`src/hw/epf_defs.vh`:
```
// Overview of operation
// - frames: escape, identifier, payload, escape, end
// - identifier never escape or end value
// - stuff and unstuff payload escape bytes
// - end only after odd escape run
// - multi-byte numbers sent high byte first
// - integer is two-byte two's complement
// - single is four-byte float, hidden one
// - double is eight-byte float
// - offset command 43 hex clears offset
// - offset command four bytes loads offset
// - reset byte selects reset kind
// - cold reset clears volatile navigation data
// - factory resets erase position, restart survey
// - version, time, fix mode requests answer
// - health request answers two reports
// - almanac request answers report 40
// - initial position ignored while computing
// - soft reset self-tests, emits startup reports
// - version report only on reset or request
// - discrete commands send no response
`ifndef EPF_DEFS_VH
`define EPF_DEFS_VH
`define EPF_ESC          8'h10
`define EPF_END          8'h03
`define EPF_CMD_OSC      8'h1D
`define EPF_CMD_RESET    8'h1E
`define EPF_CMD_VERSION  8'h1F
`define EPF_CMD_ALMANAC  8'h20
`define EPF_CMD_TIME     8'h21
`define EPF_CMD_POS_XYZ  8'h23
`define EPF_CMD_FIXMODE  8'h24
`define EPF_CMD_SOFTRST  8'h25
`define EPF_CMD_HEALTH   8'h26
`define EPF_CMD_SIGNAL   8'h27
`define EPF_CMD_SYSMSG   8'h28
`define EPF_CMD_ALMHLTH  8'h29
`define EPF_CMD_POS_LLA  8'h2B
`define EPF_RPT_ALMANAC  8'h40
`define EPF_RPT_TIME     8'h41
`define EPF_RPT_VERSION  8'h45
`define EPF_RPT_HEALTH   8'h46
`define EPF_RPT_SIGNAL   8'h47
`define EPF_RPT_SYSMSG   8'h48
`define EPF_RPT_ALMHLTH  8'h49
`define EPF_RPT_MACHINE  8'h4B
`define EPF_RPT_FIXMODE  8'h6D
`define EPF_OP_CLEAR     8'h43
`define EPF_RST_COLD     8'h4B
`define EPF_RST_FACTORY  8'h46
`define EPF_RST_COMPAT   8'h43
`define EPF_RST_NAVCLR   8'h4E
`define EPF_RST_DEFCFG   8'h52
`define EPF_FIFO_DEPTH   4
`define EPF_FIFO_AW      2
`define EPF_PAY_MAX      12
`endif

```
`src/hw/epf_fifo.v`:
```
`timescale 1ns/1ps
module epf_fifo #(
   parameter WIDTH = 8,
   parameter DEPTH = 4,
   parameter AW    = 2
) (
   // clock and reset
   input  wire             sys_clk,
   input  wire             rst,
   // fill side
   input  wire             inValid,
   output wire             inReady,
   input  wire [WIDTH-1:0] inData,
   // drain side
   output wire             outValid,
   input  wire             outReady,
   output reg  [WIDTH-1:0] outData
);
   reg  [WIDTH-1:0] mem [0:DEPTH-1];
   reg  [AW-1:0]    wrPtr_r;
   reg  [AW-1:0]    rdPtr_r;
   reg  [AW:0]      count_r;
   reg              outValid_r;
   wire             doWr;
   wire             doRd;
   wire             memHas;
   wire             load;

   // one word sits in outData; the rest in mem, so read data come from a register
   assign memHas   = (count_r != {(AW+1){1'b0}});
   assign load     = memHas & (~outValid_r | outReady);
   assign outValid = outValid_r;
   assign inReady  = (count_r != DEPTH[AW:0]);
   assign doWr     = inValid & inReady;
   assign doRd     = load;

   always @(posedge sys_clk) begin
      if (doWr) begin
         mem[wrPtr_r] <= inData;
      end
   end

   always @(posedge sys_clk or posedge rst) begin
      if (rst) begin
         wrPtr_r    <= {AW{1'b0}};
         rdPtr_r    <= {AW{1'b0}};
         count_r    <= {(AW+1){1'b0}};
         outValid_r <= 1'b0;
         outData    <= {WIDTH{1'b0}};
      end else begin
         if (doWr) begin
            wrPtr_r <= wrPtr_r + {{(AW-1){1'b0}}, 1'b1};
         end
         if (doRd) begin
            rdPtr_r <= rdPtr_r + {{(AW-1){1'b0}}, 1'b1};
            outData <= mem[rdPtr_r];
         end
         if (doWr & ~doRd) begin
            count_r <= count_r + {{AW{1'b0}}, 1'b1};
         end else if (doRd & ~doWr) begin
            count_r <= count_r - {{AW{1'b0}}, 1'b1};
         end
         if (load) begin
            outValid_r <= 1'b1;
         end else if (outReady) begin
            outValid_r <= 1'b0;
         end
      end
   end
endmodule // epf_fifo

```
`src/hw/epf_tx_framer.v`:
```
`timescale 1ns/1ps
`include "epf_defs.vh"
module epf_tx_framer (
   // clock and reset
   input  wire       sys_clk,
   input  wire       rst,
   // report request
   input  wire       rptValid,
   output wire       rptReady,
   input  wire [7:0] rptId,
   input  wire [7:0] rptArg,
   // outgoing byte stream
   output reg        txValid,
   input  wire       txReady,
   output reg  [7:0] txData
);
   localparam S_IDLE = 6'b000001;
   localparam S_ID   = 6'b000010;
   localparam S_ARG  = 6'b000100;
   localparam S_STUF = 6'b001000;
   localparam S_ESC  = 6'b010000;
   localparam S_END  = 6'b100000;

   reg  [5:0] state_r;
   reg  [7:0] id_r;
   reg  [7:0] arg_r;
   reg        hasArg_r;

   // wait for the held end byte to leave, else the report is lost
   assign rptReady = (state_r == S_IDLE) && (!txValid || txReady);

   // a report carries one argument byte only for the almanac report
   always @(posedge sys_clk or posedge rst) begin
      if (rst) begin
         state_r  <= S_IDLE;
         id_r     <= 8'h00;
         arg_r    <= 8'h00;
         hasArg_r <= 1'b0;
         txValid  <= 1'b0;
         txData   <= 8'h00;
      end else begin
         if (!txValid || txReady) begin
            txValid <= 1'b0;
            case (state_r)
               S_IDLE: begin
                  if (rptValid) begin
                     id_r     <= rptId;
                     arg_r    <= rptArg;
                     hasArg_r <= (rptId == `EPF_RPT_ALMANAC);
                     txValid  <= 1'b1;
                     txData   <= `EPF_ESC;
                     state_r  <= S_ID;
                  end
               end
               S_ID: begin
                  txValid <= 1'b1;
                  txData  <= id_r;
                  state_r <= hasArg_r ? S_ARG : S_ESC;
               end
               S_ARG: begin
                  txValid <= 1'b1;
                  txData  <= arg_r;
                  state_r <= (arg_r == `EPF_ESC) ? S_STUF : S_ESC;
               end
               S_STUF: begin
                  txValid <= 1'b1;
                  txData  <= `EPF_ESC;
                  state_r <= S_ESC;
               end
               S_ESC: begin
                  txValid <= 1'b1;
                  txData  <= `EPF_ESC;
                  state_r <= S_END;
               end
               S_END: begin
                  txValid <= 1'b1;
                  txData  <= `EPF_END;
                  state_r <= S_IDLE;
               end
               default: begin
                  state_r <= S_IDLE;
               end
            endcase
         end
      end
   end
endmodule // epf_tx_framer

```
`src/hw/escaped_packet_framer.v`:
```
`timescale 1ns/1ps
`include "epf_defs.vh"
module escaped_packet_framer (
   // clock and reset
   input  wire        sys_clk,
   input  wire        rst,
   // incoming byte stream from host (pin side, asynchronous)
   input  wire        rxValid,
   input  wire [7:0]  rxData,
   // outgoing byte stream to host
   output wire        txValid,
   input  wire        txReady,
   output wire [7:0]  txData,
   // device status
   input  wire        navFixing,
   // oscillator offset store
   output reg         oscClear,
   output reg         oscLoad,
   output reg  [31:0] oscValue,
   // reset actions
   output reg         coldReset,
   output reg         factoryReset,
   output reg         compatRestart,
   output reg         navNvClear,
   output reg         cfgDefault,
   output reg         softReset,
   // initial position
   output reg         posLoad,
   output reg         posIsLla,
   output reg  [31:0] posA,
   output reg  [31:0] posB,
   output reg  [31:0] posC,
   // almanac request
   output reg  [7:0]  satelliteCodeNumber
);
   localparam S_HUNT = 5'b00001;
   localparam S_ID   = 5'b00010;
   localparam S_DATA = 5'b00100;
   localparam S_ESC  = 5'b01000;
   localparam S_EXEC = 5'b10000;

   // synchronisers for the pin-side stream; valid toggles per byte
   reg        rxValSync1_r;
   reg        rxValSync2_r;
   reg        rxValSync3_r;
   reg [7:0]  rxDatSync1_r;
   reg [7:0]  rxDatSync2_r;
   wire       rxStrobe;

   reg [4:0]  state_r;
   reg [7:0]  id_r;
   reg [7:0]  pay_r [0:`EPF_PAY_MAX-1];
   reg [3:0]  len_r;
   reg        over_r;
   reg        startup_r;
   reg        second_r;
   reg        rptValid_r;
   reg [7:0]  rptId_r;
   reg [7:0]  rptArg_r;
   wire       rptReady;
   wire       fifoInReady;
   wire       fifoOutValid;
   wire       fifoOutReady;
   wire [7:0] fifoOutData;
   integer    i;

   // multi-byte numbers arrive high byte first
   function [31:0] beWord;
      input [7:0] b0;
      input [7:0] b1;
      input [7:0] b2;
      input [7:0] b3;
      begin
         beWord = {b0, b1, b2, b3};
      end
   endfunction

   function isFrameByte;
      input [7:0] b;
      begin
         isFrameByte = (b == `EPF_ESC) || (b == `EPF_END);
      end
   endfunction

   // rxValid toggles once per byte; data are held steady around the toggle
   always @(posedge sys_clk or posedge rst) begin
      if (rst) begin
         rxValSync1_r <= 1'b0;
         rxValSync2_r <= 1'b0;
         rxValSync3_r <= 1'b0;
         rxDatSync1_r <= 8'h00;
         rxDatSync2_r <= 8'h00;
      end else begin
         rxValSync1_r <= rxValid;
         rxValSync2_r <= rxValSync1_r;
         rxValSync3_r <= rxValSync2_r;
         rxDatSync1_r <= rxData;
         rxDatSync2_r <= rxDatSync1_r;
      end
   end
   assign rxStrobe = rxValSync2_r ^ rxValSync3_r;

   // deframer: S_ESC means one unpaired escape seen, so end is taken only after odd runs
   always @(posedge sys_clk or posedge rst) begin
      if (rst) begin
         state_r <= S_HUNT;
         id_r    <= 8'h00;
         len_r   <= 4'h0;
         over_r  <= 1'b0;
         for (i = 0; i < `EPF_PAY_MAX; i = i + 1) begin
            pay_r[i] <= 8'h00;
         end
      end else begin
         case (state_r)
            S_HUNT: begin
               if (rxStrobe && rxDatSync2_r == `EPF_ESC) begin
                  state_r <= S_ID;
               end
            end
            S_ID: begin
               if (rxStrobe) begin
                  len_r  <= 4'h0;
                  over_r <= 1'b0;
                  id_r   <= rxDatSync2_r;
                  // identifier may not be a framing value
                  if (isFrameByte(rxDatSync2_r)) begin
                     state_r <= S_HUNT;
                  end else begin
                     state_r <= S_DATA;
                  end
               end
            end
            S_DATA: begin
               if (rxStrobe) begin
                  if (rxDatSync2_r == `EPF_ESC) begin
                     state_r <= S_ESC;
                  end else begin
                     if (len_r == `EPF_PAY_MAX) begin
                        over_r <= 1'b1;
                     end else begin
                        pay_r[len_r] <= rxDatSync2_r;
                        len_r        <= len_r + 4'h1;
                     end
                  end
               end
            end
            S_ESC: begin
               if (rxStrobe) begin
                  if (rxDatSync2_r == `EPF_ESC) begin
                     // stuffed pair keeps one escape as payload
                     if (len_r == `EPF_PAY_MAX) begin
                        over_r <= 1'b1;
                     end else begin
                        pay_r[len_r] <= `EPF_ESC;
                        len_r        <= len_r + 4'h1;
                     end
                     state_r <= S_DATA;
                  end else if (rxDatSync2_r == `EPF_END) begin
                     state_r <= S_EXEC;
                  end else begin
                     // lone escape starts a new frame; this byte is its identifier
                     len_r   <= 4'h0;
                     over_r  <= 1'b0;
                     id_r    <= rxDatSync2_r;
                     state_r <= S_DATA;
                  end
               end
            end
            S_EXEC: begin
               // wait until the reply path can take the reports
               if (!rptValid_r && rptReady && !second_r) begin
                  state_r <= S_HUNT;
               end
            end
            default: begin
               state_r <= S_HUNT;
            end
         endcase
      end
   end

   // command decode; a byte arriving while in S_EXEC is dropped (host paces commands)
   always @(posedge sys_clk or posedge rst) begin
      if (rst) begin
         oscClear            <= 1'b0;
         oscLoad             <= 1'b0;
         oscValue            <= 32'h00000000;
         coldReset           <= 1'b0;
         factoryReset        <= 1'b0;
         compatRestart       <= 1'b0;
         navNvClear          <= 1'b0;
         cfgDefault          <= 1'b0;
         softReset           <= 1'b0;
         posLoad             <= 1'b0;
         posIsLla            <= 1'b0;
         posA                <= 32'h00000000;
         posB                <= 32'h00000000;
         posC                <= 32'h00000000;
         satelliteCodeNumber <= 8'h00;
         startup_r           <= 1'b1;
         second_r            <= 1'b0;
         rptValid_r          <= 1'b0;
         rptId_r             <= 8'h00;
         rptArg_r            <= 8'h00;
      end else begin
         oscClear      <= 1'b0;
         oscLoad       <= 1'b0;
         coldReset     <= 1'b0;
         factoryReset  <= 1'b0;
         compatRestart <= 1'b0;
         navNvClear    <= 1'b0;
         cfgDefault    <= 1'b0;
         softReset     <= 1'b0;
         posLoad       <= 1'b0;
         if (rptValid_r && rptReady) begin
            rptValid_r <= 1'b0;
         end
         if (startup_r) begin
            // version report once after reset release
            startup_r  <= 1'b0;
            rptValid_r <= 1'b1;
            rptId_r    <= `EPF_RPT_VERSION;
         end else if (second_r && !rptValid_r) begin
            second_r   <= 1'b0;
            rptValid_r <= 1'b1;
            rptId_r    <= `EPF_RPT_MACHINE;
         end else if (state_r == S_EXEC && !rptValid_r && rptReady && !over_r) begin
            if (id_r == `EPF_CMD_OSC && len_r == 4'd1 && pay_r[0] == `EPF_OP_CLEAR) begin
               oscClear <= 1'b1;
            end else if (id_r == `EPF_CMD_OSC && len_r == 4'd4) begin
               oscLoad  <= 1'b1;
               oscValue <= beWord(pay_r[0], pay_r[1], pay_r[2], pay_r[3]);
            end else if (id_r == `EPF_CMD_RESET && len_r == 4'd1) begin
               // cold and navigation-clear both power-cycle the volatile state
               if (pay_r[0] == `EPF_RST_COLD) begin
                  coldReset <= 1'b1;
               end else if (pay_r[0] == `EPF_RST_FACTORY) begin
                  factoryReset <= 1'b1;
               end else if (pay_r[0] == `EPF_RST_COMPAT) begin
                  compatRestart <= 1'b1;
               end else if (pay_r[0] == `EPF_RST_NAVCLR) begin
                  navNvClear <= 1'b1;
                  coldReset  <= 1'b1;
               end else if (pay_r[0] == `EPF_RST_DEFCFG) begin
                  cfgDefault <= 1'b1;
               end
            end else if (id_r == `EPF_CMD_VERSION && len_r == 4'd0) begin
               rptValid_r <= 1'b1;
               rptId_r    <= `EPF_RPT_VERSION;
            end else if (id_r == `EPF_CMD_TIME && len_r == 4'd0) begin
               rptValid_r <= 1'b1;
               rptId_r    <= `EPF_RPT_TIME;
            end else if (id_r == `EPF_CMD_FIXMODE && len_r == 4'd0) begin
               rptValid_r <= 1'b1;
               rptId_r    <= `EPF_RPT_FIXMODE;
            end else if (id_r == `EPF_CMD_HEALTH && len_r == 4'd0) begin
               rptValid_r <= 1'b1;
               rptId_r    <= `EPF_RPT_HEALTH;
               second_r   <= 1'b1;
            end else if (id_r == `EPF_CMD_SIGNAL && len_r == 4'd0) begin
               rptValid_r <= 1'b1;
               rptId_r    <= `EPF_RPT_SIGNAL;
            end else if (id_r == `EPF_CMD_SYSMSG && len_r == 4'd0) begin
               rptValid_r <= 1'b1;
               rptId_r    <= `EPF_RPT_SYSMSG;
            end else if (id_r == `EPF_CMD_ALMHLTH && len_r == 4'd0) begin
               rptValid_r <= 1'b1;
               rptId_r    <= `EPF_RPT_ALMHLTH;
            end else if (id_r == `EPF_CMD_ALMANAC && len_r == 4'd1) begin
               satelliteCodeNumber <= pay_r[0];
               rptValid_r          <= 1'b1;
               rptId_r             <= `EPF_RPT_ALMANAC;
               rptArg_r            <= pay_r[0];
            end else if ((id_r == `EPF_CMD_POS_XYZ || id_r == `EPF_CMD_POS_LLA)
                         && len_r == 4'd12) begin
               // position hint is useless once fixes run
               if (!navFixing) begin
                  posLoad  <= 1'b1;
                  posIsLla <= (id_r == `EPF_CMD_POS_LLA);
                  posA     <= beWord(pay_r[0], pay_r[1], pay_r[2], pay_r[3]);
                  posB     <= beWord(pay_r[4], pay_r[5], pay_r[6], pay_r[7]);
                  posC     <= beWord(pay_r[8], pay_r[9], pay_r[10], pay_r[11]);
               end
            end else if (id_r == `EPF_CMD_SOFTRST && len_r == 4'd0) begin
               softReset  <= 1'b1;
               rptValid_r <= 1'b1;
               rptId_r    <= `EPF_RPT_VERSION;
            end
            // anything else is dropped without a reply
         end
      end
   end

   epf_tx_framer u_tx (
      .sys_clk  (sys_clk),
      .rst      (rst),
      .rptValid (rptValid_r),
      .rptReady (rptReady),
      .rptId    (rptId_r),
      .rptArg   (rptArg_r),
      .txValid  (fifoOutValid),
      .txReady  (fifoInReady),
      .txData   (fifoOutData)
   );

   // fifo absorbs host stalls; framer holds its byte while full
   epf_fifo #(
      .WIDTH (8),
      .DEPTH (`EPF_FIFO_DEPTH),
      .AW    (`EPF_FIFO_AW)
   ) u_fifo (
      .sys_clk  (sys_clk),
      .rst      (rst),
      .inValid  (fifoOutValid),
      .inReady  (fifoInReady),
      .inData   (fifoOutData),
      .outValid (txValid),
      .outReady (fifoOutReady),
      .outData  (txData)
   );
   assign fifoOutReady = txReady;
endmodule // escaped_packet_framer

```
`config.mk`:
```
export PLATFORM = sky130hd
export DESIGN_NAME = escaped_packet_framer
export DESIGN_NICKNAME = d
export VERILOG_FILES = /design/src/hw/epf_fifo.v /design/src/hw/epf_tx_framer.v /design/src/hw/escaped_packet_framer.v
export VERILOG_INCLUDE_DIRS = /design/src /design/src/hw
export SDC_FILE = /design/constraint.sdc
export NUM_CORES = 1
export LEC_CHECK = 0
export ABC_CLOCK_PERIOD_IN_PS = 9900
export BUFFER_PORTS_ARGS = -buffer_cell sky130_fd_sc_hd__buf_2
export CELL_PAD_IN_SITES_DETAIL_PLACEMENT = 1
export CELL_PAD_IN_SITES_GLOBAL_PLACEMENT = 2
export CORE_MARGIN = 2
export CORE_UTILIZATION = 38
export DETAILED_ROUTE_END_ITERATION = 6
export PLACE_DENSITY = 0.73
export REMOVE_ABC_BUFFERS = 1
export SETUP_SLACK_MARGIN = 0.05
export SLEW_MARGIN = 20
export SYNTH_ARGS = -nofsm -noshare
export SYNTH_HDL_FRONTEND = slang
export SYNTH_SLANG_ARGS = --single-unit
```
`constraint.sdc`:
```
create_clock -name sys_clk -period 9.9 [get_ports sys_clk]
set_input_delay 0.99 -clock sys_clk [delete_from_list [all_inputs] [get_ports sys_clk]]
set_output_delay 0.99 -clock sys_clk [all_outputs]
set_load 0.03 [all_outputs]
```
# Word-level counts from Yosys, hierarchy flattened
# Memories as Yosys holds them, arrays and structs flattened. A register that Yosys moved wholly into a read port is not among the register bits.
# Cells that the tools add are included.
[op_classes]
n_addsub = 5
magnitude_cmp = 2
n_eq_ne = 61
n_mux = 183
n_bitwise = 27
n_reduce_logical = 57
[op_table]
columns = ["operator", "n"]
rows = [
  ["2-to-1 mux 96 bit", 6],
  ["one-hot mux 96 bit (2 select lines)", 1],
  ["2-to-1 mux 8 bit", 22],
  ["2-to-1 mux 1 bit", 124],
  ["bitwise mux 96 bit", 1],
  ["AND 84 bit", 1],
  ["NOT 84 bit", 1],
  ["== test 8 x 6 -> 1 bit (second input constant)", 10],
  ["2-to-1 mux 5 bit", 10],
  ["== test 8 x 7 -> 1 bit (second input constant)", 6],
  ["== test 8 x 5 -> 1 bit (second input constant)", 5],
  ["one-hot mux 8 bit (5 select lines)", 1],
  ["!= test 2 bit (second input constant)", 19],
  ["demux 8 bit (select 4 bit)", 1],
  ["one-hot mux 6 bit (5 select lines)", 1],
  ["2-to-1 mux 4 bit", 7],
  ["one-hot mux 5 bit (5 select lines)", 1],
  ["logical AND 1 bit", 24],
  ["AND reduction 6 bit", 3],
  ["NOT 1 bit", 17],
  ["one-hot mux 8 bit (2 select lines)", 1],
  ["AND reduction 16 bit", 1],
  ["!= test 3 bit (second input constant)", 5],
  ["AND reduction 14 bit", 1],
  ["46 further kinds", 66],
]
[totals]
ff_bits = 330
ramBits = 32
input_bits = 13
output_inout_bits = 155
elab_cells = 386
memories = 1
[mem_list]
columns = ["name", "words", "width", "read_ports", "rd_ports_with_merged_regs", "write_ports", "line", "rtl"]
rows = [
  ["u_fifo.mem", 4, 8, 1, 1, 1, "epf_fifo.v:19", "reg [WIDTH-1:0] mem [0:DEPTH-1];"],
]

# Depth between registers and ports, before layout
[depth]
ltp_word = 21
mapped_depth = 10
depth_no_buf = 9

# By module
# Synthesis repeated with hierarchy kept, for this count alone.
[unflattened]
hier_cells = 1018
hier_area_um2 = 15244.6
[by_module_without_submodules]
columns = ["mod", "n_inst", "cells_each", "area_per_inst_um2", "seq_area_each_um2"]
rows = [
  ["escaped_packet_framer", 1, 783, 11707.5, 7209.4],
  ["epf_fifo", 1, 99, 1948.1, 1361.3],
  ["epf_tx_framer", 1, 136, 1589.0, 802.0],
]

# Worst setup path before layout
# OpenSTA, ideal clock, no wires.
[synth_path]
kind = "reg2reg"
from = "reg u_tx.state_r[1]"
to = "reg posB[0]"
arrival_time_ns = 2.746
setup_slack_ns = 7.029
path_stages_with_launch = 11
synth_period_minus_slack_ns = 2.871
cell_sequence = "dfrtp_1 -> buf_4 -> nor4_4 -> nand4_1 -> or4_1 -> buf_2 -> or4_4 -> buf_6 -> buf_6 -> buf_6 -> mux2_4"
[synth_between]
elab_chain_cells = 5
[synth_rtl]
columns = ["element", "line", "rtl"]
rows = [
  ["start: declaration", "epf_tx_framer.v:24", "reg [5:0] state_r;"],
  ["start signal: assignment", "epf_tx_framer.v:58", "state_r <= hasArg_r ? S_ARG : S_ESC;"],
  ["start signal: assignment", "epf_tx_framer.v:63", "state_r <= (arg_r == `EPF_ESC) ? S_STUF : S_ESC;"],
  ["== test 6 x 1 -> 1 bit", "epf_tx_framer.v:30", "assign rptReady = (state_r == S_IDLE) && (!txValid || txReady);"],
  ["logical AND 1 bit", "epf_tx_framer.v:30", ""],
  ["logical AND 1 bit (2 in series)", "escaped_packet_framer.v:227", "end else if (state_r == S_EXEC && !rptValid_r && rptReady && !over_r) begin"],
  ["AND reduction 16 bit (no source line)", "n/a", ""],
  ["end signal: assignment", "escaped_packet_framer.v:281", "posB <= beWord(pay_r[4], pay_r[5], pay_r[6], pay_r[7]);"],
  ["end: declaration", "escaped_packet_framer.v:31", "output reg [31:0] posB,"],
]
# Every way passes these cells.
# A chain may end at the register's enable or synchronous reset.

# Final worst setup path
[layout_path]
from = "reg u_tx.state_r[1]"
to = "reg posB[2]"
# The elaborated chain is that of the path after synthesis.

==> results.ini <==
[cts]
cts.clk_slew.worst_paths_ns = 0.06
post_cts_buffers = 0
cts_hold_buf = 0
cts_tree = yes
cts_buffers = 40
clockRootBuffer = clkbuf_16
cts.path.max_buffers = 3
cts_resized = 0
htreeDepth = 2
clock-sinks = 366
clk_latency_ns = 0.57

[power_and_ir_drop]
power.internal_mw = 2.70
leakage_nw = 8.80
swShare = 0.258
ir_drop_mv = 0.133
power_frac_seq = 0.465
switchingPower_mw = 0.937
clock_power_share = 0.416
power_density_nw_per_um2 = 206
combPwrFrac = 0.120

[grt]
grt-ovfl-total = 0
grt_first_pass_wirelength_um = 56300
grt_pass1_vias = 9750
antenna_found_initial = 0
grt_usage = 0.177
grt_max_degree = 139

[logic_synthesis]
synth_cell_type_count = 65
syn_inst = 1013
ys_seq_elements = 366
synth.largest_area_cell = dfrtp_1
syn-cell-area_um2 = 15000
ys_seq_area_frac = 0.622
yosysWarnings = 0
synth_edf_count = 32
synthFlopType = dfrtp_1
synthArstFlopShare = 0.913
synth_top_area_share = 0.553
synth_area_per_cell_um2 = 14.8
yosys-top-cells-area = dfrtp_1 (55%), mux2_2 (19%), edfxtp_1 (6.4%), mux2_4 (1.9%), mux4_2 (1.2%)

[floorplan]
die_w_um = 203
pin_count = 168
rows = 72
die_y_um = 203
dieArea_um2 = 41100
fp.coreArea_um2 = 38800
initial_core_util = 0.386

[layout]
layout_commonest_cell = dfrtp_1
drive_gt1_frac = 0.448
mostFrequentLayoutCells = dfrtp_1 (331), mux2_2 (251), buf_2 (167)
fin_nets = 1200
synthToLayoutAreaGrowth_pct = 17.7
fillers = 3915
antenna_cells = 0

[routing]
drt-wirelength-per-cell_um = 20.4
drt_wl_total_um = 35200
firstDrtPassIters = 4
postRouteAntennaNets = 0
drt_first_iter_violations = 387
route.detailed.drc = 0
vias = 8910
viasPerCell = 5.16

[sta]
period_needed_ns = 3.70
worst_pin_slew_ns = 1.03
drv_slew = 0
rsz0062_at_grt = false
fin_tns_setup_ns = 0
max_freq_mhz = 271
final-hold-violation-count = 0
timing.hold.ws_ns = 0.346
clock_skew_ns = 0.0402
relSlewSlack = 0.316
setup_viol = 0
fin_crit_sh = 0.373

[flow_run]
drv_cap = 0

[place]
place.gp.congestion = 0.784
hpwl_um = 23300
portBuffers = 167

[critical_path]
cp_cell_sequence = nor4_4 > nand4_1 > or4_1 > or4_4 > buf_4 > mux2_4
arrival_ns = 4.11
slowest_stage = or4_4
path_class = reg2reg
end_kind = flop
cp.buffers_inverters = 1
cp.required_ns = 10.31
crit_fanout = 65
max_stage_delay_ns = 0.84
crit_path_start_kind = flop
critPathTopFamily = simple AND/OR/NAND/NOR gates

[outcome]
outcome = completed

[min_path]
hold_path_class = reg2reg

through the flow:
step / worst slack [ns] / cells / instance area [µm²] / total power [mW] / utilization
finish: 6.20 / 1726 / 17600 / 3.64 / 0.454
global route: 6.01 / 1726 / 17600 / 3.81 / 0.454
detailed placement: 6.21 / 1653 / 16300 / 2.16 / 0.420
CTS: 6.19 / 1726 / 17600 / 3.70 / 0.454
floorplan: -0.338 / 962 / 14700 / 2.03 / -
global placement: 6.27 / 1653 / 16300 / 2.14 / 0.420
cell families after synthesis:
family / share of synthesized area
DFF: 0.622
muxes: 0.225
and+or+nand+nor: 0.0787
AOI/OAI and AO/OA: 0.0362
buffers and inverters: 0.0215
xor gates and xnor gates: 0.00760
adders and majority gates: 0.00885
other: 0.000250
synth_stat cells (5+ instances only):
cell type,instances
nand4_1,7
nand3_1,13
o211ai_1,5
inv_1,21
nor2_1,24
dfrtp_1,331
nor2b_1,10
mux2i_1,8
nor3_1,10
nand2_1,32
clkbuf_1,27
a21oi_1,8
nor3b_1,5
o21ai_0,24
a211oi_1,5
mux2_2,251
buf_2,15
nand3b_1,7
xnor2_1,6
xor2_1,7
nor4_1,10
nand2b_1,11
and2_1,13
ha_1,9
nor3_4,9
or4_1,6
mux4_2,8
edfxtp_1,32
mux2_4,19
final cells by class:
type / instances / area [µm²] / area share
Clock inverter: 17 / 229 / 0.0130
Inverter: 21 / 86.3 / 0.00489
Multi-Input combinational cell: 575 / 5360 / 0.304
Sequential cell: 366 / 9320 / 0.528
Clock buffer: 56 / 1120 / 0.0635
Tap cell: 518 / 648 / 0.0367
Timing Repair Buffer: 173 / 881 / 0.0499
sequential cells by signal, indices dropped and copies added (netlist names), 32 cells and up:
register and cells:
u_fifo.mem 32, oscValue 32, pay_r 96, posB 32, posA 32, posC 32
final timing paths:
check,start,end,slack [ns],depth (start not counted)
setup reg to reg,u_tx.state_r[1],posB[2],6.20,6
min in group asynchronous,rst,posA[1],0.62,2
hold reg to reg,rxDatSync1_r[0],rxDatSync2_r[0],0.35,0
setup / recovery,u_tx.state_r[1],posB[2],6.20,6
hold / removal,rxDatSync1_r[0],rxDatSync2_r[0],0.35,0
max in group asynchronous,rst,u_fifo.outData[7],7.67,3
metal layers:
layer	vias up	GRT usage	share of wire
li1	3988	-	-
met1	4728	0.223	0.43
met2	148	0.298	0.50
met3	46	0.0461	0.052
met4	0	0.0560	0.021
met5	-	0	0
power groups by stage:
stage | registers (mW) | clock network (mW) | logic [mW]
finish | 1.69 | 1.51 | 0.435
global route | 1.71 | 1.62 | 0.489
CTS | 1.69 | 1.56 | 0.448
detailed placement | 1.72 | 0 | 0.443
floorplan | 1.73 | 0 | 0.302
global placement | 1.71 | 0 | 0.434
Note: power is estimated with default switching activity, not from simulation.
